**config.mk**
```make
export PLATFORM = sky130hd
export DESIGN_NAME = slh_host_regs
export DESIGN_NICKNAME = d
export VERILOG_FILES = /design/src/rtl/slh_host_regs.v /design/src/rtl/slh_selfid_capture.v
export VERILOG_INCLUDE_DIRS = /design/src /design/src/rtl
export SDC_FILE = /design/constraint.sdc
export NUM_CORES = 1
export LEC_CHECK = 0
export BUFFER_PORTS_ARGS = -buffer_cell sky130_fd_sc_hd__clkbuf_2
export CAP_MARGIN = 25
export CORE_MARGIN = 3
export CORE_UTILIZATION = 52
export CTS_BUF_LIST = sky130_fd_sc_hd__clkbuf_4
export DETAILED_ROUTE_END_ITERATION = 7
export PLACE_DENSITY = 0.79
export SLEW_MARGIN = 20
export SYNTH_ARGS = -nofsm -noshare
export SYNTH_HDL_FRONTEND = slang
export SYNTH_SLANG_ARGS = --single-unit
```
**constraint.sdc**
```tcl
create_clock -name mclk_in -period 1.9 [get_ports mclk_in]
set_input_delay 0.38 -clock mclk_in [delete_from_list [all_inputs] [get_ports mclk_in]]
set_output_delay 0.38 -clock mclk_in [all_outputs]
set_load 0.01 [all_outputs]
```
**src/rtl/slh_consts.vh**
```
// Constants for the serial-link host register front end.
// Assumes inclusion by bare name from each design file.
`ifndef SLH_CONSTS_VH
`define SLH_CONSTS_VH

// Register indices on the 8-bit host index lines
`define SLH_IDX_IDENT 8'h00
`define SLH_IDX_NODE 8'h04
`define SLH_IDX_CTRL 8'h08

// Reset values
`define SLH_NODE_RESET 32'hffff0000
`define SLH_CTRL_RESET 32'h00000000
// Identification codes, values arbitrary
`define SLH_VERSION_CODE 16'h0101
`define SLH_REVISION_CODE 16'h0001

// Node register field positions
`define SLH_BUS_LSB 0
`define SLH_BUS_MSB 9
`define SLH_NODE_LSB 10
`define SLH_NODE_MSB 15
`define SLH_ACK_LSB 24
`define SLH_ACK_MSB 27

// Control register bit positions
`define SLH_CTRL_OWN_ID_VALID 0
`define SLH_CTRL_CAPTURE_SELFID 1

// Broadcast identities
`define SLH_BCAST_BUS 10'h3ff
`define SLH_BCAST_NODE 6'h3f

// Self-identification status codes
`define SLH_SID_GOOD 4'h1
`define SLH_SID_BAD 4'hd

// Clock rates in kHz; core tick is the link clock divided down
`define SLH_LINK_CLK_KHZ 49152
`define SLH_CORE_CLK_KHZ 24576
`define SLH_TICK_DIV (`SLH_LINK_CLK_KHZ / `SLH_CORE_CLK_KHZ)

`endif

```
**src/rtl/slh_host_regs.v**
```verilog
// Host register bank of a serial-link controller: identity, node address,
// last transmit handshake, control, incoming packet filter, self-ID capture.
// Assumes host strobes are synchronous to mclk_in.
//
// What this block does
// RQ1: Host uses chip select, index, write line.
// RQ2: Asynchronous active-low reset restores initial state.
// RQ3: Core tick derived at half link clock.
// RQ4: Read-only identification register at 00h.
// RQ5: Version low half, revision high half.
// RQ6: Node register at 04h, resets FFFF_0000h.
// RQ7: Ids writable; handshake writable only when unlocked.
// RQ8: Bus and node form source and filter.
// RQ9: Bus identity 3FFh always accepted.
// RQ10: Node 3Fh accepted unless blocking bits say.
// RQ11: Bits 24-27 hold last transmit handshake.
// RQ12: Control register at 08h, resets zero.
// RQ13: Identity valid selects own-node acceptance.
// RQ14: Control bit 1 captures self-ID into FIFO.
// RQ15: Second quadlet must invert the first.
// RQ16: Group tagged 1h good, Dh wrong.
// RQ17: Reserved reads zero except node register reserved bits, which read ones; read-only writes ignored.
`timescale 1ns/1ns
`include "slh_consts.vh"

module slh_host_regs (
   input wire mclk_in,
   input wire rst_n_in,
   input wire cs_n_in,
   input wire wr_n_in,
   input wire [7:0] addr_in,
   input wire [31:0] data_in,
   output reg [31:0] data_out,
   input wire diag_write_unlock_in,
   input wire tx_ack_valid_in,
   input wire [3:0] tx_ack_code_in,
   input wire rx_hdr_valid_in,
   input wire [9:0] rx_dest_bus_in,
   input wire [5:0] rx_dest_node_in,
   input wire [1:0] bus_dependent_block_bits_in,
   output reg rx_accept_out,
   output reg rx_reject_out,
   output wire [15:0] src_id_out,
   output wire own_id_valid_out,
   output wire capture_selfid_enable_out,
   output wire core_tick_out,
   input wire sid_valid_in,
   input wire [31:0] sid_data_in,
   input wire sid_end_in,
   output wire general_receive_fifo_wr_out,
   output wire [31:0] general_receive_fifo_data_out,
   output wire general_receive_fifo_last_out
);
   reg [9:0] bus_id_field_q;
   reg [5:0] node_id_field_q;
   reg [3:0] last_tx_handshake_code_q;
   reg own_id_valid_q;
   reg capture_selfid_enable_q;
   reg [1:0] tick_cnt_q;
   reg tick_q;

   localparam [31:0] NODE_RST = `SLH_NODE_RESET;
   localparam [31:0] CTRL_RST = `SLH_CTRL_RESET;

   wire host_wr;
   wire host_rd;

   // Field view of the node register. Reserved bits keep their reset
   // ones, so a read after reset shows the full reset word.
   function [31:0] node_word;
      input [9:0] bus;
      input [5:0] node;
      input [3:0] ack;
      begin
         node_word = NODE_RST;
         node_word[`SLH_BUS_MSB:`SLH_BUS_LSB] = bus;
         node_word[`SLH_NODE_MSB:`SLH_NODE_LSB] = node;
         node_word[`SLH_ACK_MSB:`SLH_ACK_LSB] = ack;
      end
   endfunction

   // Broadcast test on either address part
   function is_bcast;
      input [9:0] bus;
      input [5:0] node;
      input sel_node;
      begin
         if (sel_node) begin
            is_bcast = (node == `SLH_BCAST_NODE);
         end else begin
            is_bcast = (bus == `SLH_BCAST_BUS);
         end
      end
   endfunction

   assign host_wr = !cs_n_in && !wr_n_in; // RQ1
   assign host_rd = !cs_n_in && wr_n_in; // RQ1

   // Core tick: one-cycle enable at the derived core rate
   always @(posedge mclk_in or negedge rst_n_in) begin
      if (!rst_n_in) begin
         tick_cnt_q <= 2'h0;
         tick_q <= 1'b0;
      end else begin
         if ({30'h0, tick_cnt_q} == (`SLH_TICK_DIV - 1)) begin
            tick_cnt_q <= 2'h0;
            tick_q <= 1'b1; // RQ3
         end else begin
            tick_cnt_q <= tick_cnt_q + 2'h1;
            tick_q <= 1'b0;
         end
      end
   end
   assign core_tick_out = tick_q;

   // Node register; hardware handshake capture wins over a host write
   always @(posedge mclk_in or negedge rst_n_in) begin
      if (!rst_n_in) begin
         bus_id_field_q <= NODE_RST[`SLH_BUS_MSB:`SLH_BUS_LSB]; // RQ2 RQ6
         node_id_field_q <= NODE_RST[`SLH_NODE_MSB:`SLH_NODE_LSB];
         last_tx_handshake_code_q <= NODE_RST[`SLH_ACK_MSB:`SLH_ACK_LSB];
      end else begin
         if (host_wr && addr_in == `SLH_IDX_NODE) begin
            bus_id_field_q <= data_in[`SLH_BUS_MSB:`SLH_BUS_LSB]; // RQ7
            node_id_field_q <= data_in[`SLH_NODE_MSB:`SLH_NODE_LSB]; // RQ7
            if (diag_write_unlock_in) begin
               last_tx_handshake_code_q <= data_in[`SLH_ACK_MSB:`SLH_ACK_LSB]; // RQ7
            end
         end
         if (tx_ack_valid_in) begin
            last_tx_handshake_code_q <= tx_ack_code_in; // RQ11
         end
      end
   end

   // Control register: only the two defined bits are held
   always @(posedge mclk_in or negedge rst_n_in) begin
      if (!rst_n_in) begin
         own_id_valid_q <= CTRL_RST[`SLH_CTRL_OWN_ID_VALID]; // RQ12
         capture_selfid_enable_q <= CTRL_RST[`SLH_CTRL_CAPTURE_SELFID];
      end else if (host_wr && addr_in == `SLH_IDX_CTRL) begin
         own_id_valid_q <= data_in[`SLH_CTRL_OWN_ID_VALID]; // RQ12
         capture_selfid_enable_q <= data_in[`SLH_CTRL_CAPTURE_SELFID]; // RQ17
      end
   end
   assign own_id_valid_out = own_id_valid_q;
   assign capture_selfid_enable_out = capture_selfid_enable_q;
   assign src_id_out = {bus_id_field_q, node_id_field_q}; // RQ8

   // Read data, registered; unmapped indices read zero
   always @(posedge mclk_in or negedge rst_n_in) begin
      if (!rst_n_in) begin
         data_out <= 32'h00000000;
      end else if (host_rd) begin
         case (addr_in)
            `SLH_IDX_IDENT: data_out <= {`SLH_REVISION_CODE, `SLH_VERSION_CODE}; // RQ4 RQ5
            `SLH_IDX_NODE: data_out <= node_word(bus_id_field_q, node_id_field_q,
                                                 last_tx_handshake_code_q); // RQ17
            `SLH_IDX_CTRL: data_out <= {30'h00000000, capture_selfid_enable_q,
                                        own_id_valid_q};
            default: data_out <= 32'h00000000;
         endcase
      end
   end

   // Incoming filter. Block bit 0 refuses broadcast on the global bus,
   // bit 1 broadcast on our own bus number.
   reg bus_hit;
   reg node_hit;
   always @* begin
      bus_hit = is_bcast(rx_dest_bus_in, rx_dest_node_in, 1'b0) ||
                (rx_dest_bus_in == bus_id_field_q); // RQ8 RQ9
      if (is_bcast(rx_dest_bus_in, rx_dest_node_in, 1'b1)) begin
         if (is_bcast(rx_dest_bus_in, rx_dest_node_in, 1'b0)) begin
            node_hit = !bus_dependent_block_bits_in[0]; // RQ10
         end else begin
            node_hit = !bus_dependent_block_bits_in[1]; // RQ10
         end
      end else begin
         node_hit = own_id_valid_q && (rx_dest_node_in == node_id_field_q); // RQ13
      end
   end

   always @(posedge mclk_in or negedge rst_n_in) begin
      if (!rst_n_in) begin
         rx_accept_out <= 1'b0;
         rx_reject_out <= 1'b0;
      end else begin
         rx_accept_out <= rx_hdr_valid_in && bus_hit && node_hit;
         rx_reject_out <= rx_hdr_valid_in && !(bus_hit && node_hit);
      end
   end

   slh_selfid_capture u_sid (
      .mclk_in(mclk_in),
      .rst_n_in(rst_n_in),
      .tick_in(tick_q),
      .enable_in(capture_selfid_enable_q), // RQ14
      .sid_valid_in(sid_valid_in),
      .sid_data_in(sid_data_in),
      .sid_end_in(sid_end_in),
      .general_receive_fifo_wr_out(general_receive_fifo_wr_out),
      .general_receive_fifo_data_out(general_receive_fifo_data_out),
      .general_receive_fifo_last_out(general_receive_fifo_last_out)
   );
endmodule

```
**src/rtl/slh_selfid_capture.v**
```verilog
// Self-identification capture: pairs quadlets and tags the group status.
// Assumes quadlets arrive qualified by the core tick from the register bank.
`timescale 1ns/1ns
`include "slh_consts.vh"

module slh_selfid_capture (
   input wire mclk_in,
   input wire rst_n_in,
   input wire tick_in,
   input wire enable_in,
   input wire sid_valid_in,
   input wire [31:0] sid_data_in,
   input wire sid_end_in,
   output reg general_receive_fifo_wr_out,
   output reg [31:0] general_receive_fifo_data_out,
   output reg general_receive_fifo_last_out
);
   localparam S_FIRST = 3'b001;
   localparam S_SECOND = 3'b010;
   localparam S_TRAIL = 3'b100;

   reg [2:0] state_q;
   reg [31:0] first_q;
   reg bad_q;

   always @(posedge mclk_in or negedge rst_n_in) begin
      if (!rst_n_in) begin
         state_q <= S_FIRST;
         first_q <= 32'h00000000;
         bad_q <= 1'b0;
         general_receive_fifo_wr_out <= 1'b0;
         general_receive_fifo_data_out <= 32'h00000000;
         general_receive_fifo_last_out <= 1'b0;
      end else begin
         general_receive_fifo_wr_out <= 1'b0;
         general_receive_fifo_last_out <= 1'b0;
         if (!enable_in) begin
            state_q <= S_FIRST;
            bad_q <= 1'b0;
         end else if (tick_in) begin
            case (state_q)
               S_FIRST: begin
                  if (sid_end_in) begin
                     state_q <= S_TRAIL;
                  end else if (sid_valid_in) begin
                     first_q <= sid_data_in;
                     general_receive_fifo_wr_out <= 1'b1; // RQ14
                     general_receive_fifo_data_out <= sid_data_in;
                     state_q <= S_SECOND;
                  end
               end
               S_SECOND: begin
                  if (sid_end_in) begin
                     // Odd quadlet count marks the group wrong
                     bad_q <= 1'b1;
                     state_q <= S_TRAIL;
                  end else if (sid_valid_in) begin
                     if (sid_data_in != ~first_q) begin
                        bad_q <= 1'b1; // RQ15
                     end
                     general_receive_fifo_wr_out <= 1'b1;
                     general_receive_fifo_data_out <= sid_data_in;
                     state_q <= S_FIRST;
                  end
               end
               S_TRAIL: begin
                  general_receive_fifo_wr_out <= 1'b1;
                  general_receive_fifo_last_out <= 1'b1;
                  general_receive_fifo_data_out <= {28'h0000000,
                     bad_q ? `SLH_SID_BAD : `SLH_SID_GOOD}; // RQ16
                  bad_q <= 1'b0;
                  state_q <= S_FIRST;
               end
               default: begin
                  state_q <= S_FIRST;
               end
            endcase
         end
      end
   end
endmodule

```
; Word level (Yosys, flattened, before mapping)
; Cells that the tools add are included.
[totals]
elab_cells = 96
romBits = 0
ff_bits = 129
latchBits = 0
output_inout_bits = 87
ram_bits = 0
inputBits = 103
memories = 0
[op_classes]
shift = 0
magnitude_cmp = 0
mux = 34
eq_ne = 18
reduce_logical = 25
n_bitwise = 2
n_div = 0
add_sub_neg = 1
mul = 0
[ops]
columns = op, n
row1 = case mux 32 bit (3 select lines), 1
row2 = two-way mux 32 bit, 2
row3 = case mux 32 bit (2 select lines), 1
row4 = != test 32 bit, 1
row5 = inverter 32 bit, 1
row6 = two-way mux 3 bit, 6
row7 = two-way mux 1 bit, 16
row8 = two-way mux 4 bit, 4
row9 = equality test 10 bit, 1
row10 = "equality test 10 bit, second input constant", 1
row11 = AND reduction 5 bit, 2
row12 = logical AND 1 bit, 9
row13 = "equality test 8 x 3 -> 1 bit, second input constant", 1
row14 = "equality test 8 x 4 -> 1 bit, second input constant", 1
row15 = logical NOT 8 bit, 1
row16 = "!= test 4 bit, second input constant", 2
row17 = equality test 6 bit, 1
row18 = "equality test 6 bit, second input constant", 1
row19 = case mux 3 bit (2 select lines), 1
row20 = nonzero test 2 bit, 3
row21 = logical NOT 1 bit, 5
row22 = "!= test 2 x 1 -> 1 bit, second input constant", 2
row23 = "!= test 4 x 3 -> 1 bit, second input constant", 1
row24 = case mux 1 bit (2 select lines), 2
row25 = 14 further kinds, 14

; Logic depth before layout (Yosys ltp)
[logic_depth]
word_depth = 8
ltp_mapped = 6
ltp_nobuf = 6

; Cells and area by module
; Synthesis repeated with hierarchy kept, for this count alone.
[unflattened]
hier_cells = 469
hier_area_um2 = 5450.2
[modules_own_cells]
columns = module, cells_per_inst, seq_area_each_um2, area_per_inst_um2, instances
row1 = slh_selfid_capture, 291, 1752.9, 3169.3, 1
row2 = slh_host_regs, 178, 1231.2, 2280.9, 1

; Worst setup path after synthesis
; No wires, ideal clock.
[synth_path]
path_kind = input to register
startpoint = in addr_in[7]
endpoint = reg last_tx_handshake_code_q[0]
slack_ns = 0.065
setup_ns = 0.082
path_stages = 5
path_buffers = 0
t_arrival_ns = 1.753
required_ns = 1.818
path_cell_list = nor4_4 nand2_1 nor4_4 mux2_2 mux2_2
[synth_between]
elab_chain_cells = 4
[synth_lines]
columns = item, line_no
row1 = start: declaration, slh_host_regs.v:31  ; input wire [7:0] addr_in,
row2 = equality test 8 x 3 -> 1 bit, --
row3 = logical AND 1 bit (no source line), --
row4 = nonzero test 2 bit (no source line), --
row5 = AND reduction 2 bit (no source line), --
row6 = end signal: assignment, slh_host_regs.v:121  ; last_tx_handshake_code_q <= NODE_RST[`SLH_ACK_MSB:`SLH_ACK_LSB];
row7 = end signal: assignment, slh_host_regs.v:127  ; last_tx_handshake_code_q <= data_in[`SLH_ACK_MSB:`SLH_ACK_LSB];
row8 = end signal: assignment, slh_host_regs.v:131  ; last_tx_handshake_code_q <= tx_ack_code_in;
row9 = end: declaration, slh_host_regs.v:56  ; reg [3:0] last_tx_handshake_code_q;
; Every way passes these cells.
; A chain may end at the register's enable or synchronous reset.

; Worst setup path after layout
[layout_path]
startpoint = reg u_sid.first_q[27]
endpoint = reg u_sid.bad_q
[layout_between]
elab_chain_cells = 4
[layout_lines]
columns = item, line_no
row1 = start: declaration, slh_selfid_capture.v:23  ; reg [31:0] first_q;
row2 = start signal: assignment, slh_selfid_capture.v:46  ; first_q <= sid_data_in;
row3 = inverter 32 bit, slh_selfid_capture.v:58  ; if (sid_data_in != ~first_q) begin
row4 = != test 32 bit, slh_selfid_capture.v:58
row5 = != test 4 x 3 -> 1 bit (no source line), --
row6 = AND reduction 4 bit (no source line), --
row7 = end signal: assignment, slh_selfid_capture.v:55  ; bad_q <= 1'b1;
row8 = end signal: assignment, slh_selfid_capture.v:59  ; bad_q <= 1'b1;
row9 = end signal: assignment, slh_selfid_capture.v:71  ; bad_q <= 1'b0;
row10 = end: declaration, slh_selfid_capture.v:24  ; reg bad_q;
; Every way passes these cells.

==> flow_summary.ini <==
[worst_setup_path]
path_buf_inv = 0
slowest_stage = nor4_1
cp-start-kind = register
critical_path_peak_fanout = 2
cp-end-kind = register
cp.arrival_ns = 2.08
crit_family = simple AND/OR/NAND/NOR gates
worstSetupPathType = reg2reg
crit_chain = xor2_1 > nand4_1 > nor4_1 > nand3_1 > a211o_1
crit_required_ns = 2.30
cp_slowest_stage_delay_ns = 0.45

[finish]
num_antenna_cells = 0
final_util_pct = 67.84
drive_gt1_share_pct = 43.76
final_net_count = 756
final_common_cell = clkbuf_2
fin_cells = 798
fill_cells = 763
final_cell_mix = clkbuf_2, dfrtp_1, nand2_1, mux2_2, xor2_1
fin_area_um2 = 6723
area_delta_synth_final_pct = 24.69

[run]
max_cap_violations = 0

[routing]
post-route-drc-count = 0
first_pass_iters = 4
num_vias = 4191
wl_per_cell_um = 15.73
ant_nets = 0
routed_wl_mm = 12.55
via_per_inst = 5.252
drt_iter0_markers = 188

[die]
start_util_pct = 54.41
core_um2 = 9910
die_h_um = 107.8
rows = 36
pin_count = 190
die_area_um2 = 11630
die_w_um = 107.8

[sta]
max-slew-margin-rel_pct = 56.59
finClkSkew_ns = 0.01748
tightest_slew_ns = 0.6512
slew_violations = 0
finalHoldViolCount = 0
fin_crit_ns = 1.687
whs_ns = 0.08632
finalCritPeriodShare_pct = 88.81
setup_violations = 0
fmax_ghz = 0.5926
grt_setup_unrepaired = false
tns_ns = 0

[logic_synthesis]
synth-seq-area-share_pct = 55.35
syn_area_um2 = 5391
synth_warnings = 0
synth.distinct_cells = 42
netlist_instances = 466
yosysTopAreaCellShare_pct = 52.91
ys_ff_latch = 119
synth_top_flop_cell = dfrtp_1
syn_area_per_cell_um2 = 11.57
synth_fp_nets = 569
synthArstFlopShare_pct = 100.0
synthTopCellsByArea = dfrtp_1, mux2_2, xor2_1
yosys.area.top_type = dfrtp_1
synth-edff-count = 0

[placement]
place_area_um2 = 6459
io_buffers = 177
dp.cells = 766
dp_hpwl_mm = 9.399
finalWeightedCongestion = 0.8663

[grt]
grt.overflow.total = 0
track_usage_pct = 22.09
antenna_found_initial = 0
grt_pass1_vias = 4234
grt_max_degree = 120
grt_pass1_wl_mm = 19.94

[cts]
cts_made_buffers = 17
htreeDepth = 4
clk_pin_slew_ns = 0.10
cts-resized-gates = 0
clock_sinks = 119
cts_tree = yes
insertion_delay_ns = 0.50
clk_path_buf_depth = 2
cts_root_buf = clkbuf_4

[min_path]
hp-class = in2reg

[status]
status = complete, no violations

[power]
p_per_area_nw_per_um2 = 721.7
p_leak_nw = 3.693
vdd_ir_drop_max_mv = 0.3840
[area by class of cell]
| type | count | area (um2) | share of cell area, % |
|---|---|---|---|
| Clock buffer | 19 | 142.6 | 2.122 |
| Tap cell | 133 | 166.4 | 2.475 |
| Clock inverter | 12 | 111.4 | 1.656 |
| Sequential cell | 119 | 2984 | 44.39 |
| Inverter | 10 | 37.54 | 0.5583 |
| Timing Repair Buffer | 196 | 1071 | 15.93 |
| Multi-Input combinational cell | 309 | 2210 | 32.87 |
[worst min-delay path, stage by stage]
cell	delay [ns]
clkbuf_2	0.09
inv_1	0.04
nor2_1	0.04
[registers in the layout, summed over array words and instances, names as in the netlist]
name	count
bus_id_field_q	10
capture_selfid_enable_out	1
core_tick_out	1
data_out	22
last_tx_handshake_code_q	4
node_id_field_q	6
own_id_valid_out	1
rx_accept_out	1
rx_reject_out	1
tick_cnt_q	2
u_sid.bad_q	1
u_sid.first_q	32
u_sid.general_receive_fifo_data_out	32
u_sid.general_receive_fifo_last_out	1
u_sid.general_receive_fifo_wr_out	1
u_sid.state_q	3
[final timing paths]
kind                                                    start  slack, ns                                                  end  cells after the start
worst max-delay path            u_sid.first_q[27]$_DFFE_PN0P_       0.21                              u_sid.bad_q$_DFFE_PN0P_                      5
worst min-delay path                          rx_hdr_valid_in       0.09                              rx_accept_out$_DFF_PN0_                      3
worst max register to register  u_sid.first_q[27]$_DFFE_PN0P_       0.21                              u_sid.bad_q$_DFFE_PN0P_                      5
worst min register to register        tick_cnt_q[1]$_DFF_PN0_       0.42                              core_tick_out$_DFF_PN0_                      1
max in group asynchronous                            rst_n_in       0.90                              tick_cnt_q[1]$_DFF_PN0_                      3
min in group asynchronous                            rst_n_in       0.48  u_sid.general_receive_fifo_data_out[27]$_DFFE_PN0P_                      3
[metrics by stage]
| step | worst slack (ns) | total power [mW] |
|---|---|---|
| finish | 0.2126 | 4.851 |
| global route | 0.05739 | 5.084 |
| CTS | 0.1655 | 4.906 |
| detailed placement | -0.1519 | 3.231 |
| global placement | -0.04321 | 3.207 |
| floorplan | 0.06461 | 2.940 |
[cell usage after synthesis (4+ instances only)]
library cell,count
a22o_1,17
dfrtp_1,114
inv_1,10
nor2b_1,4
xor2_1,36
o21ai_0,4
mux2_2,58
nor2_1,12
xnor2_1,13
nand3_1,32
nand2_1,74
clkbuf_1,9
nor3_1,5
dfstp_2,5
buf_4,11
buf_2,5
nand4_1,17
[per-layer routing]
| layer | vias to the layer above | GRT usage (%) | share of wire [%] |
|---|---|---|---|
| met5 | - | 0 | 0 |
| met4 | 0 | 7.665 | 1.8 |
| met3 | 21 | 6.839 | 6.8 |
| met2 | 154 | 36.72 | 50 |
| met1 | 2028 | 27.31 | 41 |
| li1 | 1988 | - | - |
[timing repair]
item	in CTS	in global routing
hold buffers	1	0
setup buffers	0	0
endpoints found under the hold margin	114	0
[report_power, final]
part / internal [mW] / switching [mW] / leakage, nW
Clock: 0.777 / 0.897 / 0.140
Combinational: 0.229 / 0.258 / 1.92
Sequential: 2.63 / 0.0618 / 1.63
Total: 3.64 / 1.22 / 3.69
[cell families (layout without fill, tap and decap cells)]
| family | Yosys count | count (layout) | synth area share, % |
|---|---|---|---|
| AOI/OAI and AO/OA | 36 | 36 | 5.175 |
| and+or+nand+nor | 164 | 164 | 15.36 |
| muxes | 60 | 60 | 12.49 |
| buffers and inverters | 38 | 237 | 3.667 |
| xor gates and xnor gates | 49 | 49 | 7.960 |
| DFF | 119 | 119 | 55.35 |
No activity file was read; power rests on OpenSTA's default activity.
